==> config.mk <==
export PLATFORM = sky130hd
export DESIGN_NAME = mmd_decoder
export DESIGN_NICKNAME = d
export VERILOG_FILES = /design/src/pkg/mmd_pkg.sv /design/src/core/mmd_decoder.sv
export SDC_FILE = /design/constraint.sdc
export NUM_CORES = 1
export LEC_CHECK = 0
export ABC_AREA = 1
export BUFFER_PORTS_ARGS = -buffer_cell sky130_fd_sc_hd__buf_2
export CAP_MARGIN = 10
export CELL_PAD_IN_SITES_DETAIL_PLACEMENT = 0
export CELL_PAD_IN_SITES_GLOBAL_PLACEMENT = 1
export CORE_ASPECT_RATIO = 1.25
export CORE_MARGIN = 2
export CORE_UTILIZATION = 40
export CTS_CLUSTER_DIAMETER = 200
export DETAILED_ROUTE_END_ITERATION = 6
export GPL_ROUTABILITY_DRIVEN = 1
export MAX_ROUTING_LAYER = met4
export PLACE_DENSITY = 0.89
export SETUP_SLACK_MARGIN = 0.3
export SLEW_MARGIN = 20
export SYNTH_ARGS = -nofsm -noshare
export SYNTH_HDL_FRONTEND = slang
export SYNTH_SLANG_ARGS = --single-unit
==> constraint.sdc <==
create_clock -name clock -period 6.07 [get_ports clock]
set_clock_uncertainty 0.15 [all_clocks]
set_input_delay 0.607 -clock clock [delete_from_list [all_inputs] [get_ports clock]]
set_output_delay 0.607 -clock clock [all_outputs]
set_load 0.01 [all_outputs]
==> src/pkg/mmd_pkg.sv <==
// package for the memory map decoder: address ranges, master ids, carriers
// assumes byte addresses of 24 bits and I/O word addresses of 16 bits
//
// Contract
// - ROM bit clear: FE0000h..FFFFFFh goes to internal ROM.
// - ROM bit set: top range goes to fourth external space instead.
// - hardware reset clears the ROM bit.
// - software reset instruction leaves the ROM bit unchanged.
// - ROM is four 16K-word blocks, one word per cycle each; the decoder grants all ROM accesses without stalling.
// - external spaces at 800000h (4M), C00000h (2M), E00000h (1M).
// - fourth external space from F00000h, 1M minus 128K, plus ROM if unmapped.
// - chip select of an external space asserts on access to it.
// - lowest 192 bytes are core mapped registers; dual-port RAM above.
// - eight dual-port RAM blocks of 4K words, two accesses per cycle; the decoder grants all accesses to a block without stalling.
// - thirty-two single-port RAM blocks of 4K words, one access per cycle.
// - only DMA controller 3 reaches external memory; the decoder also lets core, LCD and USB requests through.
// - USB and LCD masters cannot reach dual-port RAM.
// - requests come from core, four DMA, LCD and USB masters.
// - unified 16M byte memory space.
// - separate 64K I/O space for peripheral and system registers.
// - I/O word addresses decode to peripheral register groups.
// - some DMA controllers reach listed peripheral I/O registers.
package mmd_pkg;
  localparam int NUM_MASTERS = 7;
  localparam int ADDR_W      = 24;
  localparam int IO_W        = 16;

  // master ids
  localparam logic [2:0] M_CORE = 3'h0;
  localparam logic [2:0] M_DMA0 = 3'h1;
  localparam logic [2:0] M_DMA3 = 3'h4;
  localparam logic [2:0] M_LCD  = 3'h5;
  localparam logic [2:0] M_USB  = 3'h6;

  // memory map boundaries
  localparam logic [23:0] CREG_END  = 24'h0000C0;
  localparam logic [23:0] DPR_END   = 24'h010000;
  localparam logic [23:0] SPR_END   = 24'h050000;
  localparam logic [23:0] EXT2_BASE = 24'h800000;
  localparam logic [23:0] EXT3_BASE = 24'hC00000;
  localparam logic [23:0] EXT4_BASE = 24'hE00000;
  localparam logic [23:0] EXT5_BASE = 24'hF00000;
  localparam logic [23:0] ROM_BASE  = 24'hFE0000;
  localparam int          BLK_SHIFT = 13;  // 4K words = 8K bytes
  localparam int          ROM_SHIFT = 15;  // 16K words = 32K bytes

  // I/O peripheral groups, start and last word address
  localparam int NUM_IO = 12;
  localparam logic [15:0] IO_LO [NUM_IO] = '{
    16'h0000, 16'h0C00, 16'h0D00, 16'h0E00, 16'h0F00, 16'h1000,
    16'h1800, 16'h1840, 16'h1880, 16'h1900, 16'h1A00, 16'h1C00};
  localparam logic [15:0] IO_HI [NUM_IO] = '{
    16'h0004, 16'h0C7F, 16'h0D7F, 16'h0E7F, 16'h0F7F, 16'h10DD,
    16'h181F, 16'h185F, 16'h189F, 16'h197F, 16'h1A6C, 16'h1CFF};
  // groups a DMA may reach (I/O of listed peripherals among these)
  localparam logic [NUM_IO-1:0] IO_DMA_OK = 12'h420;
  // reset value of the rom unmap bit
  localparam logic ROM_UNMAP_RST = 1'b0;

  typedef enum logic [7:0] {
    MMD_T_NONE = 8'h01, MMD_T_CREG = 8'h02, MMD_T_DPR = 8'h04,
    MMD_T_SPR  = 8'h08, MMD_T_ROM = 8'h10, MMD_T_EXT = 8'h20,
    MMD_T_RSV  = 8'h40, MMD_T_DENY = 8'h80
  } mmd_target_t;

  typedef struct packed {
    logic        valid;
    logic        io;
    logic [23:0] addr;
  } mmd_req_t;

  typedef struct packed {
    logic        grant;
    mmd_target_t target;
    logic [5:0]  block;  // ram/rom block or I/O group index
    logic [3:0]  cs;     // external selects 2..5
  } mmd_rsp_t;
endpackage

==> src/core/mmd_decoder.sv <==
// memory map decoder: routes each master's request to a memory target
// assumes requests are synchronous and held while stalled
`timescale 1ns/100ps
`default_nettype none
module mmd_decoder #(
  parameter int NUM_M = mmd_pkg::NUM_MASTERS
) (
  input  wire logic                    clock,
  input  wire logic                    resetn,
  input  wire logic                    clk_en,
  input  wire logic                    set_rom_unmap,
  input  wire logic                    clr_rom_unmap,
  input  wire logic                    soft_reset,
  input  wire mmd_pkg::mmd_req_t [NUM_M-1:0] req,
  output var  mmd_pkg::mmd_rsp_t [NUM_M-1:0] rsp,
  output logic                         rom_unmap_bit,
  output logic [3:0]                   ext_space_select_pin
);
  typedef struct packed {
    logic                              unmap;
    mmd_pkg::mmd_rsp_t [NUM_M-1:0]     rsp;
    logic [3:0]                        cs;
  } mmd_state_t;

  mmd_state_t state_reg;
  mmd_state_t state_next;

  // decode one memory access for a master, no arbitration
  function automatic mmd_pkg::mmd_rsp_t dec_mem(
    input logic [2:0]  mid,
    input logic [23:0] a,
    input logic        unmap);
    mmd_pkg::mmd_rsp_t r;
    logic ext_ok;
    r = '0;
    r.target = mmd_pkg::MMD_T_RSV;
    ext_ok = (mid == mmd_pkg::M_CORE) || (mid == mmd_pkg::M_DMA3) ||
             (mid > mmd_pkg::M_DMA3);
    if (a < mmd_pkg::CREG_END) begin
      r.target = mmd_pkg::MMD_T_CREG;
    end else if (a < mmd_pkg::DPR_END) begin
      r.target = (mid >= mmd_pkg::M_LCD) ? mmd_pkg::MMD_T_DENY
                                          : mmd_pkg::MMD_T_DPR;
      r.block = {3'h0, a[15:13]};
    end else if (a < mmd_pkg::SPR_END) begin
      r.target = mmd_pkg::MMD_T_SPR;
      r.block = 6'(a[18:13] - 6'h08);
    end else if (a >= mmd_pkg::EXT2_BASE) begin
      r.target = mmd_pkg::MMD_T_EXT;
      if (a >= mmd_pkg::ROM_BASE && !unmap) begin
        r.target = mmd_pkg::MMD_T_ROM;
        r.block = {4'h0, a[16:15]};
      end else if (a >= mmd_pkg::EXT5_BASE) begin
        r.cs = 4'h8;
      end else if (a >= mmd_pkg::EXT4_BASE) begin
        r.cs = 4'h4;
      end else if (a >= mmd_pkg::EXT3_BASE) begin
        r.cs = 4'h2;
      end else begin
        r.cs = 4'h1;
      end
      if (r.target == mmd_pkg::MMD_T_EXT && !ext_ok) begin
        r.target = mmd_pkg::MMD_T_DENY;
        r.cs = 4'h0;
      end
    end
    return r;
  endfunction

  // decode one I/O access to a peripheral group
  function automatic mmd_pkg::mmd_rsp_t dec_io(
    input logic [2:0]  mid,
    input logic [15:0] a);
    mmd_pkg::mmd_rsp_t r;
    r = '0;
    r.target = mmd_pkg::MMD_T_RSV;
    for (int i = 0; i < mmd_pkg::NUM_IO; i++) begin
      if (a >= mmd_pkg::IO_LO[i] && a <= mmd_pkg::IO_HI[i]) begin
        r.target = mmd_pkg::MMD_T_CREG;
        r.block = 6'(i);
        if (mid >= mmd_pkg::M_LCD ||
            (mid != mmd_pkg::M_CORE && !mmd_pkg::IO_DMA_OK[i])) begin
          r.target = mmd_pkg::MMD_T_DENY;
        end
      end
    end
    return r;
  endfunction

  // decode all masters, then grant single-port blocks by fixed priority
  always_comb begin
    logic [31:0] spr_busy;
    mmd_pkg::mmd_rsp_t r;
    spr_busy = '0;
    r = '0;
    state_next = state_reg;
    state_next.cs = 4'h0;
    // hardware reset or clr_rom_unmap clears (set_rom_unmap wins), soft_reset is ignored here
    if (set_rom_unmap) begin
      state_next.unmap = 1'b1;
    end else if (clr_rom_unmap) begin
      state_next.unmap = 1'b0;
    end
    for (int m = 0; m < NUM_M; m++) begin
      r = '0;
      r.target = mmd_pkg::MMD_T_NONE;
      if (req[m].valid) begin
        if (req[m].io) begin
          r = dec_io(3'(m), req[m].addr[15:0]);
        end else begin
          r = dec_mem(3'(m), req[m].addr, state_reg.unmap);
        end
        r.grant = 1'b1;
        if (r.target == mmd_pkg::MMD_T_SPR) begin
          if (spr_busy[r.block[4:0]]) begin
            r.grant = 1'b0;
          end
          spr_busy[r.block[4:0]] = 1'b1;
        end
        if (r.grant) begin
          state_next.cs = state_next.cs | r.cs;
        end
      end
      state_next.rsp[m] = r;
    end
  end

  // state register with synchronous reset and clock enable
  always_ff @(posedge clock) begin
    if (!resetn) begin
      state_reg <= '0;
      state_reg.unmap <= mmd_pkg::ROM_UNMAP_RST;
    end else if (clk_en) begin
      state_reg <= state_next;
    end
  end

  assign rsp                  = state_reg.rsp;
  assign rom_unmap_bit        = state_reg.unmap;
  assign ext_space_select_pin = state_reg.cs;
endmodule
`default_nettype wire

## Word level (Yosys, flattened, before mapping)

Memory sizes are Yosys's and may differ from the RTL's.
Index checks and enable logic that the tools add are counted.
W data, S select, Z words.

- Shift operators: 0
- Bitwise logic cells: 11
- Divide/modulo/power cells: 0
- Mux-type cells: 287
- Equal/unequal tests: 10
- Add/subtract/negate cells: 7
- Multiply operators: 0
- Reductions and logical operators: 100
- Order comparisons: 237

Operators with widths:

| operator | count |
|---|---|
| $mux W14 | 109 |
| $ge A24 B24 Y1 const B | 35 |
| $ge A16 B13 Y1 const B | 49 |
| $le A16 B13 Y1 const B | 49 |
| $ge A16 B12 Y1 const B | 28 |
| $le A16 B12 Y1 const B | 28 |
| $mux W32 | 12 |
| $mux W18 | 17 |
| $mux W4 | 49 |
| $lt A24 B17 Y1 const B | 7 |
| $lt A24 B19 Y1 const B | 7 |
| $lt A24 B8 Y1 const B | 7 |
| $or A32 B32 Y32 | 5 |
| $mux W19 | 7 |
| $ge A16 B1 Y1 const B | 7 |
| $le A16 B3 Y1 const B | 7 |
| $logic_and A1 B1 Y1 | 97 |
| $mux W13 | 7 |
| $mux W12 | 7 |
| $mux W8 | 10 |
| $mux W10 | 7 |
| $mux W17 | 4 |
| $eq A8 B4 Y1 const B | 7 |
| $lt A5 B6 Y1 const B | 7 |
| 12 further kinds | 83 |

- RAM bits: 0
- Input bits: 188
- Bits in registers: 138
- Word-level logic and storage cells: 683
- Bits in latches: 0
- Output and inout port bits: 138
- ROM bits: 32
- Memories kept: 1

Memories:

| name | depth | width | rd ports | clocked after memory_dff | write ports | line | source |
|---|---|---|---|---|---|---|---|
| (no name shown) | 32 | 1 | 1 | 0 | 0 | mmd_decoder.sv:115 | `if (spr_busy[r.block[4:0]]) begin` |

## Logic depth before layout (Yosys ltp)

Gate-level depths: netlist (run 1).

- Word-level depth: 44
- Mapped depth: 27
- Mapped depth without buffers: 27

## Worst setup path before layout (run 1)

No wires, ideal clock.

- Path kind: input to register
- From: input req[42] in the netlist's numbering
- To: register state_reg, in the netlist rsp[113]
- Setup time: 0.112 ns
- Cell stages on the path: 20
- Path buffers: 0
- Required time: 5.808 ns
- Slack: 3.095 ns
- Data arrival time: 2.712 ns
- Path through: inv_1 -> ha_1 -> inv_1 -> a21oi_1 -> nand3_2 -> nor2_1 -> nand4_1 -> or2_2 -> nor2_1 -> nand2_1 -> nand2_2 -> nor2_4 -> nand3_1 -> o21ai_1 -> o21bai_1 -> nand3_1 -> nor2_1 -> nand2_1 -> nand2_1 -> nand2_1

- Word-level cells in the longest chain between the ends: 37
- Elaborated cells between the ends (all ways): 47
- Those cells by class: 1 x add/sub; 7 x order compare; 2 x eq/ne; 31 x mux; 4 x bitwise; 2 x reduce/logical

RTL lines:

| item | line | source |
|---|---|---|
| from (decl) | mmd_decoder.sv:14 | `input wire mmd_pkg::mmd_req_t [NUM_M-1:0] req,` |
| $ge A24 B24 Y1 | mmd_decoder.sv:50 | `if (a >= mmd_pkg::ROM_BASE && !unmap) begin` |
| $logic_and A1 B1 Y1 | mmd_decoder.sv:50 |  |
| $mux W12 | mmd_decoder.sv:50 |  |
| $mux W14 | mmd_decoder.sv:48 | `end else if (a >= mmd_pkg::EXT2_BASE) begin` |
| $mux W14 | mmd_decoder.sv:45 | `end else if (a < mmd_pkg::SPR_END) begin` |
| $mux W14 | mmd_decoder.sv:41 | `end else if (a < mmd_pkg::DPR_END) begin` |
| $mux W14 | mmd_decoder.sv:39 | `if (a < mmd_pkg::CREG_END) begin` |
| $mux W14 | mmd_decoder.sv:108 | `if (req[m].io) begin` |
| [... 21 more ...] | - |  |
| $mux W32 | mmd_decoder.sv:114 | `if (r.target == mmd_pkg::MMD_T_SPR) begin` |
| $mux W32 * | mmd_decoder.sv:107 | `if (req[m].valid) begin` |
| $bmux W1 S5 * | mmd_decoder.sv:115 |  |
| $mux W1 (implied by the code) * | mmd_decoder.sv:115 |  |
| $mux W1 * | mmd_decoder.sv:115 |  |
| $mux W1 * | mmd_decoder.sv:114 |  |
| $mux W1 * | mmd_decoder.sv:107 |  |
| $mux W19 * | mmd_decoder.sv:107 |  |
| to (signal assigned) | mmd_decoder.sv:134 | `state_reg <= state_next;` |
| to (decl) | mmd_decoder.sv:25 | `mmd_state_t state_reg;` |

Mark *: on every way between the ends. The rest lies on a longest branch, timed or not. The select of a mux whose other input is x is not followed.
A chain may end at the register's enable or synchronous reset.

## Worst setup path in the final report (run 1)

- From: register state_reg, in the netlist rom_unmap_bit
- To: register state_reg, in the netlist rsp[132]

- Word-level cells in the longest chain between the ends: 40
- Elaborated cells between the ends (all ways): 148
- Those cells by class: 12 x order compare; 10 x eq/ne; 107 x mux; 5 x bitwise; 14 x reduce/logical

RTL lines:

| item | line |
|---|---|
| $logic_not A1 Y1 * | mmd_decoder.sv:50 |
| $logic_and A1 B1 Y1 | mmd_decoder.sv:50 |
| $mux W12 | mmd_decoder.sv:50 |
| $mux W14 | mmd_decoder.sv:48 |
| $mux W14 | mmd_decoder.sv:45 |
| $mux W14 | mmd_decoder.sv:41 |
| $mux W14 | mmd_decoder.sv:39 |
| $mux W14 | mmd_decoder.sv:108 |
| [... 24 more ...] | - |
| $mux W32 | mmd_decoder.sv:114 |
| $mux W32 | mmd_decoder.sv:107 |
| $bmux W1 S5 | mmd_decoder.sv:115 |
| $mux W1 (implied by the code) | mmd_decoder.sv:115 |
| $mux W1 | mmd_decoder.sv:115 |
| $mux W1 * | mmd_decoder.sv:114 |
| $mux W1 * | mmd_decoder.sv:107 |
| $mux W19 * | mmd_decoder.sv:107 |

Marks and branches as above.

==> results of run 1 <==
==> metrics by stage <==
stage | power, mW | instance area, sq um
floorplan | 1.34 | 14300
global placement | 1.58 | 16200
detailed placement | 1.59 | 16200
CTS | 2.67 | 16800
global route | 2.79 | 16800
finish | 2.67 | 16800
==> sequential cells by signal (all words and copies together) (netlist names) <==
register	cells
ext_space_select_pin	4
rom_unmap_bit	1
rsp	127
==> worst paths after layout <==
| check | to | slack [ns] | startpoint | cells past startpoint |
|---|---|---|---|---|
| worst max-delay path | rsp[132] | 2.11 | rom_unmap_bit | 16 |
| worst max register to register | rsp[132] | 2.11 | rom_unmap_bit | 16 |
| worst min-delay path | rom_unmap_bit | 0.21 | set_rom_unmap | 2 |
| worst min register to register | rsp[47] | 0.28 | rsp[47] | 2 |
==> placed cells by master, fill, tap and decap left out, types with 4 or more instances in the layout <==
master,instances
or2_2,5
nand4_1,136
conb_1,6
o211ai_1,7
clkinv_1,5
o41ai_1,5
o22ai_1,18
o21bai_1,6
nor2_4,27
ha_1,13
o21ai_0,102
a32o_1,11
nand3_2,11
nor4_1,6
a31oi_1,9
inv_1,254
a21oi_2,5
nor2_2,48
inv_8,6
nor3b_1,4
o21ai_1,27
inv_6,4
nor3_2,5
a21oi_1,75
buf_2,318
nand2_1,743
nand3b_1,8
nand2_2,43
nand2_4,9
nor3_1,34
a22o_1,17
dfxtp_1,132
inv_2,51
a22oi_1,4
nand3_1,267
clkbuf_16,17
buf_4,6
o31ai_1,13
nor2_1,384
==> cell families (layout without fill, tap and decap cells) <==
| group | after synthesis | in the layout | share of synthesized area |
|---|---|---|---|
| other | 1 | 7 | 0.000262 |
| AOI/OAI and AO/OA | 323 | 323 | 0.139 |
| DFF | 132 | 132 | 0.185 |
| adders and majority gates | 13 | 13 | 0.0114 |
| and+or+nand+nor | 1740 | 1740 | 0.558 |
| buffers and inverters | 368 | 667 | 0.106 |
==> routing by layer <==
layer	up-vias	share of wire
li1	9120	-
met1	8419	0.40
met2	772	0.49
met3	158	0.061
met4	0	0.054
met5	-	0
==> report_power, final <==
part / internal (mW) / switching, mW / total (mW)
sequential: 0.887 / 0.0128 / 0.900
clock: 0.597 / 0.489 / 1.09
combinational: 0.210 / 0.474 / 0.684
total: 1.69 / 0.976 / 2.67
==> critical path: stages, from the launching register on <==
cell and delay, ns:
dfxtp_1 0.35, inv_1 0.56, nand4_1 0.27, nor2_1 0.30, nand2_1 0.09, nand3_1 0.09
nand2_1 0.15, nor2_1 0.82, a21oi_1 0.18, nand4_1 0.15, nand3_1 0.11, nand3_1 0.11
nand3_1 0.18, nand3_1 0.14, nand3_1 0.09, nand2_1 0.06, nand2_1 0.04
==> layout make-up <==
| class | count | share of cell area |
|---|---|---|
| Sequential cell | 132 | 0.157 |
| Timing Repair Buffer | 325 | 0.0985 |
| Antenna cell | 1 | 0.000149 |
| Clock buffer | 18 | 0.0261 |
| Clock inverter | 14 | 0.00937 |
| Inverter | 310 | 0.0692 |
| Multi-Input combinational cell | 2082 | 0.604 |
| Tap cell | 474 | 0.0353 |
==> impl_metrics.ini, run 1 <==
[finish]
seq_area_sq_um = 2640
area_delta_synth_final_pct = 17.6
final_cell_count_no_fill = 3356
fin_nets = 3069
fillCellCount = 3961
fin_util = 0.477
multi_input_area_sq_um = 10200
layout-drive-gt1-share = 0.199

[clock_network]
h-tree-depth = 4
postCtsSetupBuffers = 0
cts_buffers = 17
hold_buffers = 0
clk_pin_slew_worst_paths_ns = 0.07
clockRootBuffer = clkbuf_16
clk_latency_ns = 0.46
tritoncts = done
clkSinkCount = 132
cts-resized-gates = 0
clk_path_buf_depth = 2

[timing]
clock.fmax_mhz = 253
setup_viol = 0
period_needed_ns = 3.96
holdWs_ns = 0.212
setup_slack_ns = 2.11
fin_tns_setup_ns = 0
hold_viol = 0
fin_crit_sh = 0.652
slew_violations = 0
slew_headroom = 0.313
max_slew.worst_pin.slew_ns = 1.03
rsz0062_at_grt = no

[synthesis]
async_flop_share = 0
synth-seq-cells = 132
synth_flop_cell = dfxtp_1
avgSynthCellArea_sq_um = 5.55
synth.cell_area_sq_um = 14300
synth-edff-count = 0
synth_area_leaders = nand2_1, dfxtp_1, nor2_1, nand3_1, inv_1
syn_inst = 2577
yosysMostFrequentCell = nand2_1
ys_types = 61
synth_warnings = 0
ys_seq_area_frac = 0.185
yosys.area.top_type = nand2_1
synth_top_area_share = 0.195
synth_commonest_cells = nand2_1, nor2_1, nand3_1, inv_1, nand4_1

[floorplanning]
row_count = 77
die_w_um = 173
coreArea_sq_um = 35300
start_util = 0.406
dieArea_sq_um = 37300
ios = 326
dieHeight_um = 215

[worst_setup_path]
arrival_ns = 4.16
worst-setup-path-type = register to register
cp.required_ns = 6.27
crit_path_start_kind = register
cp-end-kind = register
critPathMaxFanout = 11

[global_routing]
grt_pass1_wl_mm = 90.7
antenna_found_initial = 1
grt_pass1_vias = 17500
grt_max_degree = 56
grt.overflow.total = 0
use_met3 = 0.0409
track_usage = 0.311
use_met1 = 0.352
top_usage_layer = met2
grt_util_met2 = 0.533

[drt]
viasPerCell = 5.50
drc = 0
routedWlPerCell_um = 17.3
drt_iter0_markers = 1448
wirelength_mm = 58.2
ant_nets = 0
drt_pass1_iterations = 5
vias = 18500

[job]
max-cap-violations = 0

[placed_design]
gp_congestion = 0.999
place_hpwl_mm = 46.9
post-place-cells = 3322
pre_cts_slack_ns = 1.94
io_buffers = 318

[power]
p_per_area_nw_per_um2 = 159
peakVddDrop_uv = 159
leakage_nw = 8.41

[hold_path]
hp-class = input pin to register

[status]
status = complete, no violations
No activity file was read; power rests on OpenSTA's default activity.
==> run 2: changes to the inputs <==
Settings changed: ABC_AREA 1 to 0, CORE_UTILIZATION 40 to 39, PLACE_DENSITY 0.89 to 0.84.
Clock period 6.07 ns to 4.05 ns, I/O delays scaled along.
==> impl_metrics.ini, run 2 <==
[synthesis]
synth_warnings = 0
synth_flop_cell = dfxtp_1
yosysMostFrequentCell = nand2_1
synth_area_leaders = dfxtp_1, nand2_1, nor2_1, o21ai_0, nand3_1
syn_inst = 1745
synth-seq-cells = 132
yosys.area.top_type = dfxtp_1
synth.cell_area_sq_um = 12500
async_flop_share = 0
synth_commonest_cells = nand2_1, nor2_1, dfxtp_1, o21ai_0, nand3_1
ys_seq_area_frac = 0.211
avgSynthCellArea_sq_um = 7.17
synth-edff-count = 0
ys_types = 104
synth_top_area_share = 0.211

[worst_setup_path]
cp_top_family = simple AND/OR/NAND/NOR gates
r2r_cells = 16
cp_slowest_cell = or4_4
critPathMaxFanout = 8
max_stage_delay_ns = 0.61
crit_buf_inv = 3
cp_cell_sequence = buf_2 -> or4_4 -> nor4_4 -> a2bb2oi_4 -> buf_4 -> nor2_1 -> or2_1 -> buf_4 -> nand2b_1 -> o221ai_1 -> o22a_1 -> o2111ai_2 -> and3_1 -> a2111oi_4 -> o21ai_1
cp.required_ns = 4.24
crit_path_start_kind = input pin
crit_cells = 15
arrival_ns = 3.88
cp-end-kind = register
worst-setup-path-type = input pin to register
crit_top_cell = buf_4

[timing]
holdWs_ns = 0.0643
setup_viol = 0
hold_viol = 0
period_needed_ns = 3.69
slew_violations = 0
slew_headroom = 0.402
fin_tns_setup_ns = 0
clock.fmax_mhz = 271
fin_crit_sh = 0.911
max_slew.worst_pin.slew_ns = 0.891
rsz0062_at_grt = yes

[power]
leakage_nw = 8.09
p_per_area_nw_per_um2 = 216
peakVddDrop_uv = 201

[global_routing]
grt.overflow.total = 0
antenna_found_initial = 5
grt_max_degree = 50
grt_pass1_wl_mm = 97.0
grt_pass1_vias = 16800
track_usage = 0.387

[floorplanning]
row_count = 73
start_util = 0.395
dieHeight_um = 204
die_w_um = 164
coreArea_sq_um = 31700
dieArea_sq_um = 33500
ios = 326

[clock_network]
clk_path_buf_depth = 2
clockRootBuffer = clkbuf_16
tritoncts = done
clkSinkCount = 132
clk_latency_ns = 0.45
cts_buffers = 17
clk_pin_slew_worst_paths_ns = 0.07
hold_buffers = 0
h-tree-depth = 4

[drt]
drc = 0
drt_pass1_iterations = 6
drt_iter0_markers = 1564
vias = 17500
viasPerCell = 6.09
wirelength_mm = 64.6
ant_nets = 0
routedWlPerCell_um = 22.4

[finish]
fillCellCount = 3037
layout-drive-gt1-share = 0.373
final_cell_count_no_fill = 2878
mostFrequentLayoutCells = buf_4, buf_2, nand2_1, nor2_1, dfxtp_1
area_delta_synth_final_pct = 49.7
fin_nets = 2650
layout_commonest_cell = buf_4
largest_reg_flops = 127

[placed_design]
io_buffers = 318
gp_congestion = 1.09
place_hpwl_mm = 52.9
post-place-cells = 2837

[job]
max-cap-violations = 0

[status]
status = complete, no violations

[hold_path]
hp-class = input pin to register
hold_depth = 2
-- run 2: cell types whose count changed after synthesis, sizes merged, moves of 38 or more --
| cell | before | now |
|---|---|---|
| clkbuf | 22 | 78 |
| inv | 305 | 40 |
| nand2 | 795 | 199 |
| nand3 | 278 | 80 |
| nand4 | 138 | 34 |
| nor2 | 461 | 158 |
| nor2b | 0 | 45 |
| nor3 | 39 | 77 |
| nor4 | 6 | 51 |
-- run 2: per-stage QoR --
step	area, sq um	total power [mW]	setup WS, ns	util
after floorplan	12500	1.78	0.305	-
after global placement	17700	2.28	-0.264	0.558
after detailed placement	17700	2.29	-0.200	0.558
after CTS	18300	4.01	0.277	0.579
after global routing	18700	4.18	0.199	0.591
final	18700	4.03	0.361	0.591
-- run 2: cells by family (layout without fill, tap and decap cells) --
| family | Yosys count | count (layout) | share of synthesized area |
|---|---|---|---|
| xor+xnor | 21 | 21 | 0.0147 |
| simple gates | 881 | 881 | 0.384 |
| compound gates | 533 | 533 | 0.312 |
| mux | 26 | 26 | 0.0210 |
| fa+ha+maj | 13 | 13 | 0.0130 |
| flops | 132 | 132 | 0.211 |
| buf+inv | 138 | 850 | 0.0441 |
| other cells | 1 | 10 | 0.000300 |
-- run 2: area by class of cell --
class | instances | area [sq um] | share of cell area
diodes | 4 | 10.0 | 0.000535
inverters | 40 | 150 | 0.00802
clock buffers | 17 | 425 | 0.0227
flip-flops and latches | 132 | 2640 | 0.141
clock inverters | 15 | 206 | 0.0110
multi-input cells | 1480 | 9690 | 0.518
repair buffers | 778 | 5080 | 0.271
well taps | 412 | 515 | 0.0275
-- run 2: what timing repair did --
item	4_1_cts	5_1_grt
pin swaps	0	11
buffers inserted	0	5
setup endpoints to repair	3	5
resized for setup	5	70
-- run 2: report_power, final --
part           switching [mW]  internal, mW
Combinational           0.565         0.406
Sequential             0.0145          1.32
Clock                   0.727         0.999
-- run 2: final timing paths --
check | startpoint | endpoint | slack [ns]
setup / recovery | req[98] | rsp[113] | 0.36
hold / removal | req[181] | rsp[124] | 0.06
setup reg to reg | rom_unmap_bit | rsp[113] | 0.41
hold reg to reg | rsp[18] | rsp[18] | 0.29
-- run 2: metal layers --
metal,track usage,share of wire,vias up
li1,-,-,8164
met1,0.461,0.40,8311
met2,0.630,0.47,858
met3,0.0546,0.066,200
met4,0.207,0.058,0
met5,-,0,-
